[config.mk]
export PLATFORM = sky130hd
export DESIGN_NAME = aaf_alu
export DESIGN_NICKNAME = d
export VERILOG_FILES = /design/src/logic/aaf_pkg.sv /design/src/logic/aaf_alu.sv
export VERILOG_INCLUDE_DIRS = /design/src /design/src/logic
export SDC_FILE = /design/constraint.sdc
export NUM_CORES = 1
export LEC_CHECK = 0
export CAP_MARGIN = 10
export CORE_MARGIN = 2
export CORE_UTILIZATION = 33
export CTS_CLUSTER_SIZE = 24
export DETAILED_ROUTE_END_ITERATION = 8
export DONT_BUFFER_PORTS = 1
export GPL_ROUTABILITY_DRIVEN = 1
export PLACE_DENSITY_LB_ADDON = 0.3
export SKIP_CTS_REPAIR_TIMING = 1
export SYNTH_ARGS = -nofsm -noshare
export SYNTH_HDL_FRONTEND = slang
export SYNTH_SLANG_ARGS = --single-unit
[constraint.sdc]
create_clock -name aclk -period 9.5 [get_ports aclk]
set_input_delay 0.475 -clock aclk [delete_from_list [all_inputs] [get_ports aclk]]
set_output_delay 0.475 -clock aclk [all_outputs]
set_load 0.005 [all_outputs]
[src/logic/aaf_cfg.svh]
// Offsets, field positions, response codes and reset values of the accumulator datapath.
`ifndef AAF_CFG_SVH
`define AAF_CFG_SVH
`define AAF_ADDR_W      12
`define AAF_OFF_CTRL    12'h000
`define AAF_OFF_STAT    12'h004
`define AAF_CTRL_ARITH  0
`define AAF_CTRL_LOGIC  1
`define AAF_CTRL_ROT    2
`define AAF_CTRL_W      3
`define AAF_CTRL_RST    3'h7
`define AAF_ST_CARRY    8
`define AAF_ST_SIGN     9
`define AAF_ST_ZERO     10
`define AAF_ST_PARITY   11
`define AAF_RESP_OKAY   2'h0
`define AAF_RESP_SLVERR 2'h2
`define AAF_ACC_RST     8'h00
`endif

[src/logic/aaf_pkg.sv]
// Types shared by the accumulator datapath and its users.
`default_nettype none
package aaf_pkg;
    typedef enum logic [3:0] {
        AAF_OP_NOP,
        AAF_OP_LOAD,
        AAF_OP_ADD,
        AAF_OP_ADC,
        AAF_OP_SUB,
        AAF_OP_SBB,
        AAF_OP_AND,
        AAF_OP_OR,
        AAF_OP_XOR,
        AAF_OP_RLC,
        AAF_OP_RRC,
        AAF_OP_RAL,
        AAF_OP_RAR
    } aaf_op_t;
    typedef enum logic [1:0] {
        AAF_SRC_MEM,
        AAF_SRC_PREG,
        AAF_SRC_PORT
    } aaf_src_t;
    typedef enum logic [1:0] {
        AAF_CLS_NONE,
        AAF_CLS_ARITH,
        AAF_CLS_LOGIC,
        AAF_CLS_ROT
    } aaf_cls_t;
endpackage
`default_nettype wire

[src/logic/aaf_alu.sv]
// Accumulator datapath with condition flags and an AXI4-Lite control slave.
`timescale 1ns/1ps
`default_nettype none
`include "aaf_cfg.svh"
module aaf_alu #(
    parameter int W = 8
) (
    input  wire logic                    aclk,
    input  wire logic                    aresetn,
    input  wire logic                    op_valid,
    input  wire aaf_pkg::aaf_op_t        op_code,
    input  wire aaf_pkg::aaf_src_t       op_src,
    input  wire logic [W-1:0]            mem_data,
    input  wire logic [W-1:0]            preg_data,
    input  wire logic [W-1:0]            port_data,
    output logic [W-1:0]                 acc_q,
    output logic                         carry_q,
    output logic                         sign_q,
    output logic                         zero_q,
    output logic                         parity_q,
    input  wire logic [`AAF_ADDR_W-1:0]  s_axi_awaddr,
    input  wire logic                    s_axi_awvalid,
    output logic                         s_axi_awready,
    input  wire logic [31:0]             s_axi_wdata,
    input  wire logic [3:0]              s_axi_wstrb,
    input  wire logic                    s_axi_wvalid,
    output logic                         s_axi_wready,
    output logic [1:0]                   s_axi_bresp,
    output logic                         s_axi_bvalid,
    input  wire logic                    s_axi_bready,
    input  wire logic [`AAF_ADDR_W-1:0]  s_axi_araddr,
    input  wire logic                    s_axi_arvalid,
    output logic                         s_axi_arready,
    output logic [31:0]                  s_axi_rdata,
    output logic [1:0]                   s_axi_rresp,
    output logic                         s_axi_rvalid,
    input  wire logic                    s_axi_rready
);

    // The status word packs the accumulator below the flag fields, so wider words cannot be served.
    if (W < 2 || W > `AAF_ST_CARRY) begin : g_bad_width
        $error("aaf_alu: W must lie between 2 and the carry field position");
    end

    // Flag triple {sign, zero, even parity} of a result.
    function automatic logic [2:0] szp(input logic [W-1:0] v);
        szp = {v[W-1], ~|v, ~^v};
    endfunction

    logic [W-1:0]             acc_r;
    logic                     carry_r;
    logic                     sign_r;
    logic                     zero_r;
    logic                     parity_r;
    logic [W-1:0]             port_s1_r;
    logic [W-1:0]             port_s2_r;
    logic [`AAF_CTRL_W-1:0]   ctrl_r;

    // The port byte comes from an outside device, so it is synchronised first.
    always_ff @(posedge aclk) begin
        if (!aresetn) begin
            port_s1_r <= '0;
            port_s2_r <= '0;
        end else begin
            port_s1_r <= port_data;
            port_s2_r <= port_s1_r;
        end
    end

    wire [W-1:0] opnd = (op_src == aaf_pkg::AAF_SRC_MEM)  ? mem_data :
                        (op_src == aaf_pkg::AAF_SRC_PREG) ? preg_data : port_s2_r;
    wire         with_cy = (op_code == aaf_pkg::AAF_OP_ADC) || (op_code == aaf_pkg::AAF_OP_SBB);
    wire [W:0]   cin_ext = {{W{1'b0}}, with_cy & carry_r};
    wire [W:0]   sum = {1'b0, acc_r} + {1'b0, opnd} + cin_ext;
    wire [W:0]   dif = {1'b0, acc_r} - {1'b0, opnd} - cin_ext;

    logic [W-1:0]      res;
    logic              cy_new;
    aaf_pkg::aaf_cls_t cls;

    always_comb begin
        res    = acc_r;
        cy_new = carry_r;
        cls    = aaf_pkg::AAF_CLS_NONE;
        case (op_code)
            aaf_pkg::AAF_OP_LOAD: begin
                res = opnd;
            end
            aaf_pkg::AAF_OP_ADD, aaf_pkg::AAF_OP_ADC: begin
                res    = sum[W-1:0];
                cy_new = sum[W];
                cls    = aaf_pkg::AAF_CLS_ARITH;
            end
            aaf_pkg::AAF_OP_SUB, aaf_pkg::AAF_OP_SBB: begin
                res    = dif[W-1:0];
                cy_new = dif[W];
                cls    = aaf_pkg::AAF_CLS_ARITH;
            end
            aaf_pkg::AAF_OP_AND: begin
                res = acc_r & opnd;
                cls = aaf_pkg::AAF_CLS_LOGIC;
            end
            aaf_pkg::AAF_OP_OR: begin
                res = acc_r | opnd;
                cls = aaf_pkg::AAF_CLS_LOGIC;
            end
            aaf_pkg::AAF_OP_XOR: begin
                res = acc_r ^ opnd;
                cls = aaf_pkg::AAF_CLS_LOGIC;
            end
            aaf_pkg::AAF_OP_RLC: begin
                res    = {acc_r[W-2:0], acc_r[W-1]};
                cy_new = acc_r[W-1];
                cls    = aaf_pkg::AAF_CLS_ROT;
            end
            aaf_pkg::AAF_OP_RRC: begin
                res    = {acc_r[0], acc_r[W-1:1]};
                cy_new = acc_r[0];
                cls    = aaf_pkg::AAF_CLS_ROT;
            end
            aaf_pkg::AAF_OP_RAL: begin
                res    = {acc_r[W-2:0], carry_r};
                cy_new = acc_r[W-1];
                cls    = aaf_pkg::AAF_CLS_ROT;
            end
            aaf_pkg::AAF_OP_RAR: begin
                res    = {carry_r, acc_r[W-1:1]};
                cy_new = acc_r[0];
                cls    = aaf_pkg::AAF_CLS_ROT;
            end
            default: begin
                res = acc_r;
            end
        endcase
    end

    wire       acc_we  = op_valid && (op_code != aaf_pkg::AAF_OP_NOP);
    wire       upd_ar  = op_valid && (cls == aaf_pkg::AAF_CLS_ARITH) && ctrl_r[`AAF_CTRL_ARITH];
    wire       upd_lg  = op_valid && (cls == aaf_pkg::AAF_CLS_LOGIC) && ctrl_r[`AAF_CTRL_LOGIC];
    wire       upd_rt  = op_valid && (cls == aaf_pkg::AAF_CLS_ROT) && ctrl_r[`AAF_CTRL_ROT];
    wire       upd_szp = upd_ar || upd_lg;
    wire [2:0] szp_new = szp(res);
    // Logic results carry nothing out, so their carry is cleared.
    wire       carry_nxt = upd_ar || upd_rt ? cy_new : (upd_lg ? 1'b0 : carry_r);

    always_ff @(posedge aclk) begin
        if (!aresetn) begin
            acc_r <= `AAF_ACC_RST;
        end else if (acc_we) begin
            acc_r <= res;
        end
    end

    always_ff @(posedge aclk) begin
        if (!aresetn) begin
            carry_r  <= 1'b0;
            sign_r   <= 1'b0;
            zero_r   <= 1'b1;
            parity_r <= 1'b1;
        end else begin
            carry_r <= carry_nxt;
            if (upd_szp) begin
                {sign_r, zero_r, parity_r} <= szp_new;
            end
        end
    end

    assign acc_q    = acc_r;
    assign carry_q  = carry_r;
    assign sign_q   = sign_r;
    assign zero_q   = zero_r;
    assign parity_q = parity_r;

    // AXI4-Lite slave: address and data are captured separately, then written together.
    logic                    aw_got_r;
    logic                    w_got_r;
    logic [`AAF_ADDR_W-1:0]  aw_addr_r;
    logic [31:0]             w_data_r;
    logic                    w_strb0_r;
    logic                    bvalid_r;
    logic [1:0]              bresp_r;
    logic                    rvalid_r;
    logic [1:0]              rresp_r;
    logic [31:0]             rdata_r;

    wire aw_take = s_axi_awvalid && s_axi_awready;
    wire w_take  = s_axi_wvalid && s_axi_wready;
    wire wr_do   = aw_got_r && w_got_r && !bvalid_r;

    // Word decode shared by both paths; the two low address bits never select a register.
    function automatic logic reg_hit(input logic [`AAF_ADDR_W-1:0] a, input logic [`AAF_ADDR_W-1:0] off);
        reg_hit = a[`AAF_ADDR_W-1:2] == off[`AAF_ADDR_W-1:2];
    endfunction

    wire wr_ctrl = reg_hit(aw_addr_r, `AAF_OFF_CTRL);
    wire wr_stat = reg_hit(aw_addr_r, `AAF_OFF_STAT);
    wire rd_ctrl = reg_hit(s_axi_araddr, `AAF_OFF_CTRL);
    wire rd_stat = reg_hit(s_axi_araddr, `AAF_OFF_STAT);

    wire [31:0] stat_word = {20'h00000, parity_r, zero_r, sign_r, carry_r, 8'(acc_r)};
    wire [31:0] ctrl_word = {{(32 - `AAF_CTRL_W){1'b0}}, ctrl_r};

    assign s_axi_awready = !aw_got_r && !bvalid_r;
    assign s_axi_wready  = !w_got_r && !bvalid_r;
    assign s_axi_bvalid  = bvalid_r;
    assign s_axi_bresp   = bresp_r;
    assign s_axi_arready = !rvalid_r;
    assign s_axi_rvalid  = rvalid_r;
    assign s_axi_rresp   = rresp_r;
    assign s_axi_rdata   = rdata_r;

    always_ff @(posedge aclk) begin
        if (!aresetn) begin
            aw_got_r  <= 1'b0;
            w_got_r   <= 1'b0;
            aw_addr_r <= '0;
            w_data_r  <= '0;
            w_strb0_r <= 1'b0;
        end else begin
            if (aw_take) begin
                aw_got_r  <= 1'b1;
                aw_addr_r <= s_axi_awaddr;
            end else if (wr_do) begin
                aw_got_r <= 1'b0;
            end
            if (w_take) begin
                w_got_r   <= 1'b1;
                w_data_r  <= s_axi_wdata;
                w_strb0_r <= s_axi_wstrb[0];
            end else if (wr_do) begin
                w_got_r <= 1'b0;
            end
        end
    end

    // The status word is read-only; a write to it is accepted and ignored.
    always_ff @(posedge aclk) begin
        if (!aresetn) begin
            ctrl_r   <= `AAF_CTRL_RST;
            bvalid_r <= 1'b0;
            bresp_r  <= `AAF_RESP_OKAY;
        end else if (wr_do) begin
            if (wr_ctrl && w_strb0_r) begin
                ctrl_r <= w_data_r[`AAF_CTRL_W-1:0];
            end
            bvalid_r <= 1'b1;
            bresp_r  <= (wr_ctrl || wr_stat) ? `AAF_RESP_OKAY : `AAF_RESP_SLVERR;
        end else if (s_axi_bready) begin
            bvalid_r <= 1'b0;
        end
    end

    always_ff @(posedge aclk) begin
        if (!aresetn) begin
            rvalid_r <= 1'b0;
            rresp_r  <= `AAF_RESP_OKAY;
            rdata_r  <= '0;
        end else if (s_axi_arvalid && s_axi_arready) begin
            rvalid_r <= 1'b1;
            rresp_r  <= (rd_ctrl || rd_stat) ? `AAF_RESP_OKAY : `AAF_RESP_SLVERR;
            rdata_r  <= rd_ctrl ? ctrl_word : (rd_stat ? stat_word : 32'h00000000);
        end else if (s_axi_rready) begin
            rvalid_r <= 1'b0;
        end
    end
endmodule
`default_nettype wire

==> metrics list <==
- The initial utilization of the core area, before any placement, comes to between 30% and 40%.
- Pin placement for this block handled 151 I/O pins.
* Main flop type after synthesis: dfxtp_1
- Die boundary width: between 100 and 150 µm
- STA puts the critical path data required time at just under 10 ns.
- After synthesis, the cell types taking the most area are dfxtp_1 28%, ha_1 9.5%, nand2_1 5.3%.
- Post-synthesis cell type count: a little under 60
- Clock-pin slew was measured on the worst setup and hold paths at ~0.05 ns.
* Total routed wire length on the met1 layer: ~5300 µm
- Clock network latency to the later pin of the worst-skew pair: approximately 0.32 ns
- Sinks on the clock net: 63
- Synth warn: 0
- The via count of the first global-routing pass came to about 3.7k.
- The tightest min-delay check is of the in -> reg type.
- The number of antenna violations at the first check in global routing was 0.
- Wires add up to between 10000 and 15000 µm.
* Number of nets in the finished design: approximately 670
- Core Area: between 0.01 and 0.015 mm²
- Dividing the detail-routed wire length by the instance count gives roughly 16 µm.
* Detail Route Antenna Nets: 0
- Post-route DRC: 0
* Crit share post-route: about 41%
- Number of buffers added by the clock tree synthesis step: 9
- In this run the worst path has a maximum fanout of 8.
* Clock tree root driver cell: clkbuf_16
- In this run the worst setup path begins at op_src[0].
- TritonCTS clock tree: yes
- Highest-count cells in the layout ignoring fill and taps: 63 x nand2_1, 63 x dfxtp_1, 38 x inv_1, 35 x o21ai_0, 34 x ha_1
- RR Startpoint: port_s2_r[0]$_SDFF_PN0_
- The H-tree was split into 3 levels.
* Worst slew pin tran: roughly 1.1 ns
- After synthesis, the mean cell area works out to between 8 and 9 µm².
* Data arrival time of the worst path: 4.05 ns
* DPL Wire Length: approximately 9000 µm
- Counting every instance in the synthesized netlist gives 554.
* Global placement routability congestion: approximately 0.9
- Count of input and output buffers: 0
- Sequential cells were found to cover 28.1% of the synthesized design area.
- OpenSTA, run right after detailed placement, puts the worst setup slack at 5.33 ns.
- Max Clk Rate: between 200 and 300 MHz
* Number of antenna diodes: 0
- Post-synth top area share: around 28%
- Cells with a size suffix above 1 make up under 10% of the layout.
- Fraction of synthesis flops using an asynchronous set or reset pin: 0%
- Worst reg-to-reg path cell count: 15
* Final hold violation count: 0
* Maximum buffer depth of the clock tree: 2
- Finish-stage setup viols: 0
* Minimum period implied by the final worst setup slack: 3.86 ns
* Overall track demand over capacity in global routing: between 10% and 20%
- Netlist area before placement: roughly 0.0045 mm²
* Met3 routed wirelength: 873 µm
* Rel. slew slack: 27.2%
* RSZ-0062 raised after global routing: no
- The area growth from synthesis to layout is 6.29%.
* Result of the run: complete, no violations
- In this run the worst setup path terminates at parity_q$_SDFFE_PN1P_.
- Met2 Wirelength: about 5400 µm
- Maxcap violations: 0
- Drt via density: 5.24
* Number of filler instances in the final layout: ~1.4k
- The worst-case IR drop observed on VDD is around 110 µV.
* Site Rows: 42
* CP Launch Type: primary input
- Counting flops with a built-in enable in the synthesized netlist gives 0.
* Setup slack of the critical path after layout: 5.64 ns
- In this run the static leakage power is roughly 1.9 nW.
* Die area: 0.0146 mm²
* Wire length of the first global-routing pass: ~19000 µm
- Entering global routing, the biggest net connects 64 pins.
* Largest area contributor in the synthesized netlist: dfxtp_1
* Total congestion overflow after global routing: 0
* Reg2Reg Setup Slack: ~5.8 ns
- The die is roughly 120 µm tall.
- The detailed router finished its first iteration with around 270 violations.
- The first detailed-routing pass ran for 4 iterations.
- The worst hold path begins at aresetn.
* Clock tree skew after final layout: roughly 0.0062 ns
- Highest metal layer with signal wires: met4
* FF+latch count, synth: between 60 and 70
- STA classifies the critical path endpoint as a flop.
- The worst setup path is of the in -> reg kind.
* Vias after detailed routing: around 3.8k
- Reg-to-reg critical path endpoint: parity_q$_SDFFE_PN1P_
- Power density over the cells: roughly 170 mW/mm²
* Setup TNS: 0 ns
* Number of pins exceeding their max-slew limit in the final report: 0
==> how the worst min path moves through the flow <==
stage	endpoint	slack [ns]	cells after the start
after global routing	ctrl_r[0]$_SDFFE_PN1P_	0.22	1
after global placement	port_s2_r[1]$_SDFF_PN0_	0.42	1
after floorplan	port_s2_r[0]$_SDFF_PN0_	0.41	1
after CTS	ctrl_r[2]$_SDFFE_PN1P_	0.21	1
after detailed placement	port_s2_r[5]$_SDFF_PN0_	0.42	1
final	ctrl_r[2]$_SDFFE_PN1P_	0.24	1
==> critical path, stage by stage <==
cell      delay [ns]
mux2_2          0.32
mux2i_1         0.45
inv_1           0.18
fa_1            0.59
inv_1           0.07
ha_1            0.17
o21ai_0         0.17
a22oi_1         0.13
xnor2_1         0.20
nor2_1          0.08
a2111o_1        0.41
o21ai_0         0.11
ha_1            0.28
xor2_1          0.20
xnor2_1         0.14
o211ai_1        0.09
==> synthesized netlist by cell type (7+ instances only) <==
master / count
nand3_1: 7
clkbuf_1: 18
a22oi_1: 13
xnor2_1: 10
mux2i_1: 20
nand2b_1: 11
a21boi_0: 16
nand2_1: 63
nor2_1: 18
nor2b_1: 23
o221a_2: 7
dfxtp_1: 63
and2_1: 25
o21ai_0: 35
ha_1: 34
a21oi_1: 29
inv_1: 38
buf_4: 23
o22ai_1: 9
==> routing by layer <==
| layer | vias to the layer above | global-route usage (%) |
|---|---|---|
| met5 | - | 0 |
| li1 | 1853 | - |
| met1 | 1750 | 21.9 |
| met2 | 142 | 26.7 |
| met4 | 0 | 3.92 |
| met3 | 10 | 4.67 |
==> cell families (layout without fill, tap and decap cells) <==
family / after synthesis / after routing / synth area share (%)
other: 1 / 22 / 0.0835
and+or+nand+nor: 176 / 176 / 20.1
muxes: 24 / 24 / 5.46
xor gates and xnor gates: 14 / 14 / 2.73
buffers and inverters: 89 / 54 / 10.0
DFF: 63 / 63 / 28.1
adders and majority gates: 38 / 38 / 11.3
AOI/OAI and AO/OA: 149 / 149 / 22.3
==> power breakdown <==
part           internal (W)  switching (W)  leakage, nW
Clock              0.000208       0.000107        0.146
Combinational     0.0000868       0.000111         1.26
Sequential         0.000279      0.0000180        0.517
==> sequential cells by signal (all words and copies together) (netlist names), 3 cells and up <==
name	count
s_axi_rdata	12
aw_addr_r	10
acc_q	8
port_s1_r	8
port_s2_r	8
ctrl_r	3
w_data_r	3
==> through the flow <==
step | utilization (%) | cells | total power, W | cell area, µm² | hold WS (ns)
4_1_cts | 35.9 | 716 | 0.000819 | 4780 | 0.214
6_report | 35.9 | 716 | 0.000810 | 4780 | 0.239
3_3_place_gp | 33.7 | 700 | 0.000497 | 4480 | 0.418
3_5_place_dp | 33.7 | 700 | 0.000500 | 4480 | 0.417
5_1_grt | 35.9 | 716 | 0.000859 | 4780 | 0.222
2_1_floorplan | - | 575 | 0.000469 | 4570 | 0.412
==> layout make-up <==
cell class / instances / area [µm²] / area share [%]
Clock buffer: 12 / 246 / 5.16
Tap cell: 176 / 220 / 4.61
Clock inverter: 4 / 45.0 / 0.943
Sequential cell: 63 / 1260 / 26.4
Inverter: 38 / 143 / 2.99
Multi-Input combinational cell: 423 / 2860 / 59.9
Note: power is estimated with default switching activity, not from simulation.
